File: src/hdl/rtcr_regs.vh
// Register map, field widths, reset values and timing constants of the time-of-day readout block.
// Assumes it is included by bare name into the design files; it holds definitions only.
`ifndef RTCR_REGS_VH
`define RTCR_REGS_VH

// Byte addresses on the register bus.
`define RTCR_ADDR_NS_OFFSET 17'h1_2800
`define RTCR_ADDR_SEC_LO_OFFSET 17'h1_2808
`define RTCR_ADDR_SEC_HI_OFFSET 17'h1_280C
`define RTCR_ADDR_INCREMENT 17'h1_2810
`define RTCR_ADDR_NS_NOW 17'h1_2814
`define RTCR_ADDR_SEC_LO_NOW 17'h1_2818
`define RTCR_ADDR_SEC_HI_NOW 17'h1_281C
`define RTCR_ADDR_IRQ_CLEAR 17'h1_2820
`define RTCR_ADDR_PHASE 17'h1_2824

// Field widths.
`define RTCR_NS_W 30
`define RTCR_SEC_W 48
`define RTCR_SEC_HI_W 16
`define RTCR_INCR_W 26
`define RTCR_FRAC_W 20

// Reset values.
`define RTCR_RST_NS 30'h0000_0000
`define RTCR_RST_SEC 48'h0000_0000_0000
`define RTCR_RST_INCR 26'h000_0000
`define RTCR_RST_PHASE 30'h0000_0000

// Time constants in nanoseconds.
`define RTCR_NS_PER_SEC 30'h3B9A_CA00
`define RTCR_TICK_PERIOD_NS 17'h1_E848
`define RTCR_TICK_HALF_NS 17'h0_F424

// Bus response codes.
`define RTCR_RESP_OKAY 2'h0
`define RTCR_RESP_DECERR 2'h3

`endif

File: src/hdl/rtcr_tod_counter.v
// Running time-of-day counter: 30-bit nanoseconds with a 20-bit fraction and 48-bit seconds.
// Assumes the increment and the offset values come from registers on the same clock.
`timescale 1ns/100ps
`include "rtcr_regs.vh"

module rtcr_tod_counter #(
	parameter NS_W = `RTCR_NS_W,
	parameter SEC_W = `RTCR_SEC_W,
	parameter INCR_W = `RTCR_INCR_W,
	parameter FRAC_W = `RTCR_FRAC_W
) (
	input wire core_clk,
	input wire sys_rst,
	input wire [INCR_W-1:0] incr,
	input wire load_stb,
	input wire [NS_W-1:0] load_ns,
	input wire [SEC_W-1:0] load_sec,
	output wire [NS_W-1:0] ns_out,
	output wire [SEC_W-1:0] sec_out
);

	localparam ACC_W = NS_W + FRAC_W;

	reg [ACC_W-1:0] acc_reg;
	reg [ACC_W-1:0] acc_next;
	reg [SEC_W-1:0] sec_reg;
	reg [SEC_W-1:0] sec_next;
	wire [ACC_W:0] acc_sum;
	wire [ACC_W:0] wrap_limit;

	assign acc_sum = {1'b0, acc_reg} + {{(ACC_W+1-INCR_W){1'b0}}, incr};
	assign wrap_limit = {1'b0, `RTCR_NS_PER_SEC, {FRAC_W{1'b0}}};

	// The increment stays far below one second, so a single subtraction always brings the count back in range.
	always @* begin
		acc_next = acc_sum[ACC_W-1:0];
		sec_next = sec_reg;
		if (load_stb) begin
			acc_next = {load_ns, {FRAC_W{1'b0}}};
			sec_next = load_sec;
		end else if (acc_sum >= wrap_limit) begin
			acc_next = acc_sum[ACC_W-1:0] - wrap_limit[ACC_W-1:0];
			sec_next = sec_reg + {{(SEC_W-1){1'b0}}, 1'b1};
		end
	end

	always @(posedge core_clk) begin
		if (sys_rst) begin
			acc_reg <= {ACC_W{1'b0}};
			sec_reg <= `RTCR_RST_SEC;
		end else begin
			acc_reg <= acc_next;
			sec_reg <= sec_next;
		end
	end

	assign ns_out = acc_reg[ACC_W-1:FRAC_W];
	assign sec_out = sec_reg;

endmodule // rtcr_tod_counter

File: src/hdl/rtcr_readout.v
// Register front end of the time-of-day counter: snapshot readout, periodic interrupt and phase-shifted tick.
// Assumes an AXI4-Lite master on core_clk and that the counter shares that clock.
//
// How it works
// Reading the nanoseconds-now register samples nanoseconds and seconds together.
// Seconds-now registers keep that sample until the next nanoseconds read.
// Nanoseconds-now returns the 30-bit count, upper two bits zero, reset zero.
// Seconds appear as low 32-bit and high 16-bit read-only words from the sample.
// Periodic timer interrupt stays high until software clears it.
// Any write to bit 0 of the clear register drops the interrupt, unless a tick rise sets it in that same cycle.
// The clear register always reads as zero.
// Phase offset is added to nanoseconds; derived outputs use the sum.
// The 8 kHz tick comes from the sum; half-period offset inverts it.
// The phase offset moves the tick in steps of one nanosecond.
// Writing the nanoseconds offset loads all three offsets into the counter at once.
// Each clock the counter adds a 26-bit increment in 2^-20 ns units.
// At one billion nanoseconds the count wraps and seconds advance by one.
// Snapshot and interrupt clear pass safely between counter and register logic.
`timescale 1ns/100ps
`include "rtcr_regs.vh"

module rtcr_readout #(
	parameter ADDR_W = 17,
	parameter NS_W = `RTCR_NS_W,
	parameter SEC_W = `RTCR_SEC_W,
	parameter INCR_W = `RTCR_INCR_W
) (
	input wire core_clk,
	input wire sys_rst,
	input wire [ADDR_W-1:0] s_axi_awaddr,
	input wire [2:0] s_axi_awprot,
	input wire s_axi_awvalid,
	output wire s_axi_awready,
	input wire [31:0] s_axi_wdata,
	input wire [3:0] s_axi_wstrb,
	input wire s_axi_wvalid,
	output wire s_axi_wready,
	output wire [1:0] s_axi_bresp,
	output wire s_axi_bvalid,
	input wire s_axi_bready,
	input wire [ADDR_W-1:0] s_axi_araddr,
	input wire [2:0] s_axi_arprot,
	input wire s_axi_arvalid,
	output wire s_axi_arready,
	output wire [31:0] s_axi_rdata,
	output wire [1:0] s_axi_rresp,
	output wire s_axi_rvalid,
	input wire s_axi_rready,
	output wire timer_irq,
	output wire phase_tick_8khz
);

	// Merges the byte lanes selected by a strobe into an old register word.
	function [31:0] lane_merge;
		input [31:0] old_word;
		input [31:0] new_word;
		input [3:0] strobe;
		integer i;
		begin
			lane_merge = old_word;
			for (i = 0; i < 4; i = i + 1) begin
				if (strobe[i]) begin
					lane_merge[i*8 +: 8] = new_word[i*8 +: 8];
				end
			end
		end
	endfunction

	// Tells whether an address hits one of the mapped register words.
	function addr_mapped;
		input [ADDR_W-1:0] addr;
		begin
			case (addr)
				`RTCR_ADDR_NS_OFFSET,
				`RTCR_ADDR_SEC_LO_OFFSET,
				`RTCR_ADDR_SEC_HI_OFFSET,
				`RTCR_ADDR_INCREMENT,
				`RTCR_ADDR_NS_NOW,
				`RTCR_ADDR_SEC_LO_NOW,
				`RTCR_ADDR_SEC_HI_NOW,
				`RTCR_ADDR_IRQ_CLEAR,
				`RTCR_ADDR_PHASE: addr_mapped = 1'b1;
				default: addr_mapped = 1'b0;
			endcase
		end
	endfunction

	// Write channel state.
	reg aw_full_reg;
	reg [ADDR_W-1:0] aw_addr_reg;
	reg w_full_reg;
	reg [31:0] w_data_reg;
	reg [3:0] w_strb_reg;
	reg bvalid_reg;
	reg [1:0] bresp_reg;

	// Read channel state.
	reg rvalid_reg;
	reg [31:0] rdata_reg;
	reg [1:0] rresp_reg;

	// Software-visible storage.
	reg [NS_W-1:0] ns_offset_reg;
	reg [31:0] sec_lo_offset_reg;
	reg [`RTCR_SEC_HI_W-1:0] sec_hi_offset_reg;
	reg [INCR_W-1:0] incr_reg;
	reg [NS_W-1:0] phase_reg;
	reg [SEC_W-1:0] sec_snap_reg;
	reg load_stb_reg;

	// Timing outputs.
	reg [NS_W:0] phase_sum_reg;
	reg tick_reg;
	reg tick_prev_reg;
	reg irq_reg;

	wire [NS_W-1:0] ns_live;
	wire [SEC_W-1:0] sec_live;
	wire do_write;
	wire do_read;
	wire wr_hit;
	wire [NS_W:0] phase_mod_full;
	wire [16:0] phase_mod;
	wire tick_rise;
	wire irq_clear;
	wire [31:0] ns_off_merged;
	wire [31:0] sec_hi_merged;
	wire [31:0] incr_merged;
	wire [31:0] phase_merged;

	rtcr_tod_counter #(
		.NS_W(NS_W),
		.SEC_W(SEC_W),
		.INCR_W(INCR_W),
		.FRAC_W(`RTCR_FRAC_W)
	) u_counter (
		.core_clk(core_clk),
		.sys_rst(sys_rst),
		.incr(incr_reg),
		.load_stb(load_stb_reg),
		.load_ns(ns_offset_reg),
		.load_sec({sec_hi_offset_reg, sec_lo_offset_reg}),
		.ns_out(ns_live),
		.sec_out(sec_live)
	);

	// Address and data are taken independently; each waits for the other before the write is done.
	assign s_axi_awready = ~aw_full_reg & ~bvalid_reg;
	assign s_axi_wready = ~w_full_reg & ~bvalid_reg;
	assign do_write = aw_full_reg & w_full_reg & ~bvalid_reg;
	assign wr_hit = addr_mapped(aw_addr_reg);

	always @(posedge core_clk) begin
		if (sys_rst) begin
			aw_full_reg <= 1'b0;
			aw_addr_reg <= {ADDR_W{1'b0}};
			w_full_reg <= 1'b0;
			w_data_reg <= 32'h0000_0000;
			w_strb_reg <= 4'h0;
			bvalid_reg <= 1'b0;
			bresp_reg <= `RTCR_RESP_OKAY;
		end else begin
			if (s_axi_awvalid & s_axi_awready) begin
				aw_full_reg <= 1'b1;
				aw_addr_reg <= s_axi_awaddr;
			end
			if (s_axi_wvalid & s_axi_wready) begin
				w_full_reg <= 1'b1;
				w_data_reg <= s_axi_wdata;
				w_strb_reg <= s_axi_wstrb;
			end
			if (do_write) begin
				aw_full_reg <= 1'b0;
				w_full_reg <= 1'b0;
				bvalid_reg <= 1'b1;
				bresp_reg <= wr_hit ? `RTCR_RESP_OKAY : `RTCR_RESP_DECERR;
			end else if (bvalid_reg & s_axi_bready) begin
				bvalid_reg <= 1'b0;
			end
		end
	end

	assign s_axi_bvalid = bvalid_reg;
	assign s_axi_bresp = bresp_reg;

	// Narrow registers are merged as whole words and keep only their low bits, so reserved bits stay zero.
	assign ns_off_merged = lane_merge({2'b00, ns_offset_reg}, w_data_reg, w_strb_reg);
	assign sec_hi_merged = lane_merge({16'h0000, sec_hi_offset_reg}, w_data_reg, w_strb_reg);
	assign incr_merged = lane_merge({6'h00, incr_reg}, w_data_reg, w_strb_reg);
	assign phase_merged = lane_merge({2'b00, phase_reg}, w_data_reg, w_strb_reg);

	// Writable registers; only the byte lanes named by the strobe change.
	always @(posedge core_clk) begin
		if (sys_rst) begin
			ns_offset_reg <= `RTCR_RST_NS;
			sec_lo_offset_reg <= 32'h0000_0000;
			sec_hi_offset_reg <= 16'h0000;
			incr_reg <= `RTCR_RST_INCR;
			phase_reg <= `RTCR_RST_PHASE;
			load_stb_reg <= 1'b0;
		end else begin
			load_stb_reg <= 1'b0;
			if (do_write) begin
				case (aw_addr_reg)
					`RTCR_ADDR_NS_OFFSET: begin
						ns_offset_reg <= ns_off_merged[NS_W-1:0];
						load_stb_reg <= 1'b1;
					end
					`RTCR_ADDR_SEC_LO_OFFSET: begin
						sec_lo_offset_reg <= lane_merge(sec_lo_offset_reg, w_data_reg, w_strb_reg);
					end
					`RTCR_ADDR_SEC_HI_OFFSET: begin
						sec_hi_offset_reg <= sec_hi_merged[`RTCR_SEC_HI_W-1:0];
					end
					`RTCR_ADDR_INCREMENT: begin
						incr_reg <= incr_merged[INCR_W-1:0];
					end
					`RTCR_ADDR_PHASE: begin
						phase_reg <= phase_merged[NS_W-1:0];
					end
					default: begin
					end
				endcase
			end
		end
	end

	// The load strobe is registered, so the counter picks up the new offsets one cycle after the write is done.

	// Read channel: one request at a time, data one cycle after the address is taken.
	assign s_axi_arready = ~rvalid_reg;
	assign do_read = s_axi_arvalid & ~rvalid_reg;

	always @(posedge core_clk) begin
		if (sys_rst) begin
			rvalid_reg <= 1'b0;
			rdata_reg <= 32'h0000_0000;
			rresp_reg <= `RTCR_RESP_OKAY;
			sec_snap_reg <= `RTCR_RST_SEC;
		end else begin
			if (do_read) begin
				rvalid_reg <= 1'b1;
				rresp_reg <= addr_mapped(s_axi_araddr) ? `RTCR_RESP_OKAY : `RTCR_RESP_DECERR;
				case (s_axi_araddr)
					`RTCR_ADDR_NS_OFFSET: rdata_reg <= {2'b00, ns_offset_reg};
					`RTCR_ADDR_SEC_LO_OFFSET: rdata_reg <= sec_lo_offset_reg;
					`RTCR_ADDR_SEC_HI_OFFSET: rdata_reg <= {16'h0000, sec_hi_offset_reg};
					`RTCR_ADDR_INCREMENT: rdata_reg <= {6'h00, incr_reg};
					`RTCR_ADDR_NS_NOW: begin
						rdata_reg <= {2'b00, ns_live};
						sec_snap_reg <= sec_live;
					end
					`RTCR_ADDR_SEC_LO_NOW: rdata_reg <= sec_snap_reg[31:0]; // see R2
					`RTCR_ADDR_SEC_HI_NOW: rdata_reg <= {16'h0000, sec_snap_reg[SEC_W-1:32]};
					`RTCR_ADDR_IRQ_CLEAR: rdata_reg <= 32'h0000_0000;
					`RTCR_ADDR_PHASE: rdata_reg <= {2'b00, phase_reg};
					default: rdata_reg <= 32'h0000_0000;
				endcase
			end else if (rvalid_reg & s_axi_rready) begin
				rvalid_reg <= 1'b0;
			end
		end
	end

	assign s_axi_rvalid = rvalid_reg;
	assign s_axi_rdata = rdata_reg;
	assign s_axi_rresp = rresp_reg;

	// The counter and this logic share core_clk, so sample and clear cross no clock boundary at all.
	assign irq_clear = do_write & (aw_addr_reg == `RTCR_ADDR_IRQ_CLEAR) & w_strb_reg[0]; // see R6

	// A second is a whole number of tick periods, so the wrap of the sum at one second need not be modelled.
	assign phase_mod_full = phase_sum_reg % {{(NS_W-16){1'b0}}, `RTCR_TICK_PERIOD_NS};
	assign phase_mod = phase_mod_full[16:0];
	assign tick_rise = tick_reg & ~tick_prev_reg;

	always @(posedge core_clk) begin
		if (sys_rst) begin
			phase_sum_reg <= {(NS_W+1){1'b0}};
			tick_reg <= 1'b0;
			tick_prev_reg <= 1'b0;
			irq_reg <= 1'b0;
		end else begin
			phase_sum_reg <= {1'b0, ns_live} + {1'b0, phase_reg}; // see R8
			tick_reg <= (phase_mod >= `RTCR_TICK_HALF_NS);
			tick_prev_reg <= tick_reg;
			if (tick_rise) begin
				irq_reg <= 1'b1;
			end else if (irq_clear) begin
				irq_reg <= 1'b0;
			end
		end
	end

	assign phase_tick_8khz = tick_reg;
	assign timer_irq = irq_reg;

endmodule // rtcr_readout

File: config.mk
export PLATFORM = sky130hd
export DESIGN_NAME = rtcr_readout
export DESIGN_NICKNAME = d
export VERILOG_FILES = /design/src/hdl/rtcr_tod_counter.v /design/src/hdl/rtcr_readout.v
export VERILOG_INCLUDE_DIRS = /design/src /design/src/hdl
export SDC_FILE = /design/constraint.sdc
export NUM_CORES = 1
export LEC_CHECK = 0
export BUFFER_PORTS_ARGS = -buffer_cell sky130_fd_sc_hd__buf_2
export CAP_MARGIN = 20
export CORE_AREA = 2 2 293 295
export DETAILED_ROUTE_END_ITERATION = 10
export DIE_AREA = 0 0 295 297
export REMOVE_ABC_BUFFERS = 1
export SYNTH_ARGS = -nofsm -noshare
export SYNTH_HDL_FRONTEND = slang
export SYNTH_HIERARCHICAL = 1
export SYNTH_SLANG_ARGS = --single-unit
File: constraint.sdc
create_clock -name core_clk -period 31.8 [get_ports core_clk]
set_input_delay 4.77 -clock core_clk [delete_from_list [all_inputs] [get_ports core_clk]]
set_output_delay 4.77 -clock core_clk [all_outputs]
set_load 0.01 [all_outputs]
==> metrics.txt, run 1 <==
Compound-Gate Fraction of Synth Area a little over 30%; final hold violations 0; final setup fails 0; CP max stage cell o41ai_2; Final Max Slew Viols 0; status completed; maximum vdd ir drop approximately 0.04 mV; ys flop type dfxtp_1; largest family of logic cells by synthesized area compound AO/OA/AOI/OAI gates; Synth Area in XOR/XNOR 4.94%; grt ovf 0; number of DRC violations after detailed-routing iteration 0 around 2800; I/O pins approximately 130; first-pass GRT wire length 160000 µm; Min-Delay Path Depth 2; H-tree depth 2; WP data arrival just over 20000 ps; post-route minimum period 20100 ps; die width 295 µm; drt wl/cell 20.7 µm; Post-CTS Setup Inserts 0; Worst Path Buf+Inv 0; vias per cell just under 6; row count 107; Setup TNS Final 0 ps; WS Path Type reg -> reg; met1 wire length approximately 45000 µm; vias in the first global route approximately 27000; Worst setup SP type register; Antenna diodes 0; origin of the critical flop-to-flop path phase_sum_reg[30]; # fillers 8842; Synth Register Bits roughly 410; top sig layer met4; Area Growth Syn to Fin 8.98%; Reg2Reg Setup Slack about 12000 ps; max reg flops 50; share of cells above drive strength 1 a little over a tenth; final worst-path cycle share a little over three fifths; antenna violations before repair 0; worst-path fanout max 15; Lkg Pwr 11.4 nW; CTS Sinks between 400 and 500; largest net degree at the start of global routing 190; Clk Latency, worst-skew pair a little under 600 ps; Fmax between 40 and 50 MHz; cts-stage hold buffer count 0; CTS clock-pin slew for the worst setup and hold paths roughly 60 ps; Initial Util 34.8%; FF-to-FF End phase_tick_8khz; share of the yosys chip area belonging to registers between 20 and 30%; hold path endpoint sec_snap_reg[2]; final net count around 4000; die span in y 297 µm; Total Power 1.17 mW; Placer Congestion approximately 0.9; Syn Inst Count just under 4000; CTS tree done; EDFF count, synth 0; DRT Pass-1 Iters 6; vias post-DR between 20000 and 30000; synthesized area per cell between 7 and 8 µm²; Power Dens Cells 36.7 mW/mm²; worst path required time roughly 32000 ps; DRC Markers 0; Yosys warning total 6; Detailed Place HPWL around 75000 µm; worst slew pin tran 1130 ps; Simple-Gate Fraction of Synth Area 25.3%; worst rel slew slack between 20% and 30%; met3 wire length 6920 µm; post-synthesis adder-cell area fraction between 3 and 4%; port buffer count 119; critical path's top delay family compound AO/OA/AOI/OAI gates; TritonCTS buffer count 44; total track usage between 20 and 25%; # resized after CTS 0; Crit path depth 53; core region area between 0.08 and 0.09 mm²; Detail Route Antenna Nets 0; Post-synth ARST share 0%; RSZ-0062 raised after global routing no; Top cell by count, worst path o211ai_2; maxcap violations 0; crit path capture type register; mux contribution to synthesized area 3.36%; total wire length roughly 100000 µm; hold_sp sec_snap_reg[2]; Post-Synthesis Cell Area approximately 0.029 mm²; Hold Path Class reg -> reg; Clock Skew around 32 ps; WL met2 46800 µm; Synth cell types about 150; die area about 0.088 mm²; max incr delay on CP roughly 1000 ps; CTS Buffer Depth 3; Reg2Reg Depth 53; clock root cell clkbuf_16
## metrics by stage
step / instances / instance area (µm²) / util, % / setup WS [ps] / hold slack, ps
floorplan: 3615 / 28200 / - / 15630 / 425
global placement: 4909 / 30500 / 36.2 / 11890 / 438
detailed placement: 4909 / 30500 / 36.2 / 11920 / 445
CTS: 4989 / 32000 / 37.8 / 11850 / 452
global route: 4991 / 32000 / 37.9 / 10150 / 464
finish: 4991 / 32000 / 37.9 / 11700 / 452
## cells by family (layout without fill, tap and decap cells)
| family | after synthesis | in the layout |
|---|---|---|
| simple gates | 1586 | 1586 |
| compound gates | 1238 | 1238 |
| flops | 406 | 406 |
| buf+inv | 300 | 292 |
| xor+xnor | 159 | 159 |
| mux | 94 | 94 |
| fa+ha+maj | 72 | 72 |
## metal layers
metal	up-vias	track usage [%]
met2	1006	36.6
li1	14300	-
met1	14100	30.6
met5	-	0
met4	0	9.32
met3	187	3.05
## Yosys cell counts (61+ instances only)
cell type,n,area [µm²]
a21oi_1,383,1920
clkbuf_1,138,518
dfxtp_1,406,8130
mux2i_1,70,701
nand2_1,650,2440
nand3_1,121,606
nand4_1,61,382
nor2_1,341,1280
nor3_1,98,490
o211ai_1,61,458
o21ai_0,98,490
xnor2_1,110,963
## where the power goes
part           internal, mW  switching, mW  total, mW
Sequential            0.522         0.0223      0.544
Clock                 0.291          0.225      0.516
Combinational        0.0425         0.0721      0.115
Total                 0.855          0.319       1.17
## worst max-delay path by stage
stage                            from               to  slack, ps
floorplan           phase_sum_reg[30]  phase_tick_8khz      15630
global placement    phase_sum_reg[30]  phase_tick_8khz      11890
detailed placement  phase_sum_reg[30]  phase_tick_8khz      11920
CTS                 phase_sum_reg[30]  phase_tick_8khz      11850
global route        phase_sum_reg[30]  phase_tick_8khz      10150
finish              phase_sum_reg[30]  phase_tick_8khz      11700
## worst register-to-register path: cells and delay by family, from the launching register on
kind            cells  cell delay, ps
compound gates     35           12670
simple gates       12            3970
mux                 4            2140
flops               1             610
fa+ha+maj           1             310
xor+xnor            1             230
## final cells by class
| type | instances | area, µm² | share of cell area, % |
|---|---|---|---|
| clock buffer | 63 | 1280 | 4.01 |
| clock inverter | 17 | 138 | 0.430 |
| inverter | 60 | 225 | 0.703 |
| multi-input combinational | 3149 | 19900 | 62.2 |
| sequential | 406 | 8130 | 25.4 |
| tap | 1144 | 1430 | 4.47 |
| timing repair buffer | 152 | 906 | 2.83 |
## layout by cell type (no fill, tap or decap), types with 31 or more instances in the layout
cell and count:
nand2_1 648, dfxtp_1 405, a21oi_1 383, nor2_1 338, nand3_1 121, buf_2 118, xnor2_1 110, o21ai_0 98
nor3_1 93, mux2i_1 70, nand4_1 61, o211ai_1 61, inv_1 59, ha_1 58, a22oi_1 50, and2_1 45
clkbuf_16 45, xor2_1 41, a211oi_1 34, nor4_1 33, o21bai_1 33, a21o_1 31
Note: power is estimated with default switching activity, not from simulation.
==> run 2, diff against run 1 <==
==> constraint.sdc (replaced) <==
create_clock -name core_clk -period 16.65 [get_ports core_clk]
set_input_delay 2.4975 -clock core_clk [delete_from_list [all_inputs] [get_ports core_clk]]
set_output_delay 2.4975 -clock core_clk [all_outputs]
set_load 0.01 [all_outputs]
==> run 2 against run 1 <==
Via count rose by 3.4%. Die area unchanged. Final cell count is 5.2% higher. Global-route usage grew 0.25 points. Sequential share of layout area decreased by 1.6 points. Critical path depth increased by 8. Maximum frequency increased by 28%. Count of clock-buffer cells in the layout decreased by 4. Non-clock buffer count grew 263. Critical path type unchanged. Largest cell class unchanged.
==> metrics.txt, run 2 (synthesis gave the netlist of run 1 again) <==
status completed; final setup fails 0; worst slew pin tran ~1100 ps; RSZ-0062 raised after global routing no; die span in y 297 µm; Top cell by count, worst path buf_4; Setup TNS Final 0 ps; share of cells above drive strength 1 17.4%; CTS tree done; Clk Latency, worst-skew pair 610 ps; most frequent cells in the layout nand2_1 (647), dfxtp_1 (395), a21oi_1 (381), nor2_1 (336), buf_4 (292); final hold violations 0; worst-path fanout max 10; CTS clock-pin slew for the worst setup and hold paths about 70 ps; H-tree depth 2; WP data arrival approximately 16000 ps; maximum vdd ir drop 0.0605 mV; final worst-path cycle share 94.2%; worst rel slew slack 25.3%; TritonCTS buffer count between 40 and 50; Initial Util 34.8%; Placer Congestion 0.927; Fmax around 64 MHz; DRT Pass-1 Iters 8; row count 107; vias post-DR about 30000; Final Instance Area approximately 0.034 mm²; Worst setup SP type register; vias in the first global route 28000; Hold Path Class reg -> reg; fin util about two fifths; Power Dens Cells between 60 and 70 mW/mm²; CP max stage cell a2111o_1; setup slack after placement 557 ps; DRC Markers 0; Final Max Slew Viols 0; final net count between 4000 and 5000; worst path required time roughly 17000 ps; most common cell after layout, fill and taps aside nand2_1; antenna violations before repair 0; global routing usage on met1 a little under a third; grt ovf 0; Antenna diodes 0; Detail Route Antenna Nets 0; Lkg Pwr ~13 nW; WS Path Type reg -> reg; CTS Sinks between 400 and 500; M2 GR Usage 37.5%; Clock Skew between 30 and 40 ps; met3 Usage GRT roughly 2.5%; drt wl/cell 20.0 µm; Area Growth Syn to Fin 16.4%; port buffer count 119; maxcap violations 0; Detailed Place HPWL between 70000 and 80000 µm; critical path's top delay family compound AO/OA/AOI/OAI gates; vias per cell 5.83; cts-stage hold buffer count 0; Worst Path Buf+Inv 7; I/O pins about 130; post-route minimum period 15690 ps; Placed Area approximately 0.033 mm²; clock root cell clkbuf_16; busiest grt layer met2; CTS Buffer Depth 3; die width ~300 µm; max reg flops 50; Worst Slack Setup Final about 960 ps; die area between 0.08 and 0.09 mm²; total track usage between 20 and 25%; number of DRC violations after detailed-routing iteration 0 approximately 2800; Reg2Reg Setup Slack approximately 960 ps; largest net degree at the start of global routing between 150 and 200; core region area 0.0845 mm²; first-pass GRT wire length approximately 160000 µm; max incr delay on CP 500 ps; total wire length ~100000 µm; crit path capture type register
-- run 2: changes by cell type in the layout (fill, tap and decap cells not counted), moves of 3 or more --
cell      delta
inv_6        -4
buf_4      +262
nor3_1       -3
dfxtp_2     +10
clkbuf_8     -4
dfxtp_1     -10
-- run 2: where the power goes --
part           leakage, nW  switching (mW)  internal, mW
clock network        0.680           0.425         0.549
logic                 8.75           0.146         0.107
registers             3.29          0.0420         0.997
total                 12.7           0.613          1.65
-- run 2: timing repair --
item / 4_1_cts / 5_1_grt
resized for setup: 0 / 53
setup endpoints to repair: 0 / 1
hold endpoints to repair: 0 / 0
buffers inserted: 0 / 7
-- run 2: per-stage QoR --
step	power, mW	hold slack [ps]	instances
final	2.27	451	5250
after global routing	2.35	466	5250
after CTS	2.28	451	5243
after detailed placement	1.31	443	5167
after global placement	1.31	438	5166
after floorplan	1.19	425	3615
-- run 2: cell type report --
| cell class | count | area (µm²) |
|---|---|---|
| Fill cell | 8723 | 50300 |
| Multi-Input combinational cell | 3149 | 20200 |
| Sequential cell | 406 | 8140 |
| Timing Repair Buffer | 415 | 2870 |
| Tap cell | 1144 | 1430 |
| Clock buffer | 59 | 1190 |
| Inverter | 60 | 225 |
| Clock inverter | 17 | 203 |
-- run 2: final timing paths --
path                          start              end  cells past startpoint
setup / recovery  phase_sum_reg[22]  phase_tick_8khz                     61
hold / removal      aw_addr_reg[12]  aw_addr_reg[12]                      2
setup reg to reg  phase_sum_reg[22]  phase_tick_8khz                     61
hold reg to reg     aw_addr_reg[12]  aw_addr_reg[12]                      2
-- run 2: layer usage --
layer	vias to the layer above	routed length [µm]	part of all wire [%]
met5	-	0	0
met4	0	3740	3.6
met3	172	6340	6.0
met2	989	48000	46
met1	14600	46700	45
li1	14800	-	-
-- run 2: worst reg2reg max path: cells and delay by family, from the launching register on --
family | cells | cell delay, ps
AOI/OAI and AO/OA | 39 | 9800
and+or+nand+nor | 8 | 2140
buffers and inverters | 7 | 1200
muxes | 3 | 1120
xor gates and xnor gates | 3 | 620
DFF | 1 | 430
adders and majority gates | 1 | 290
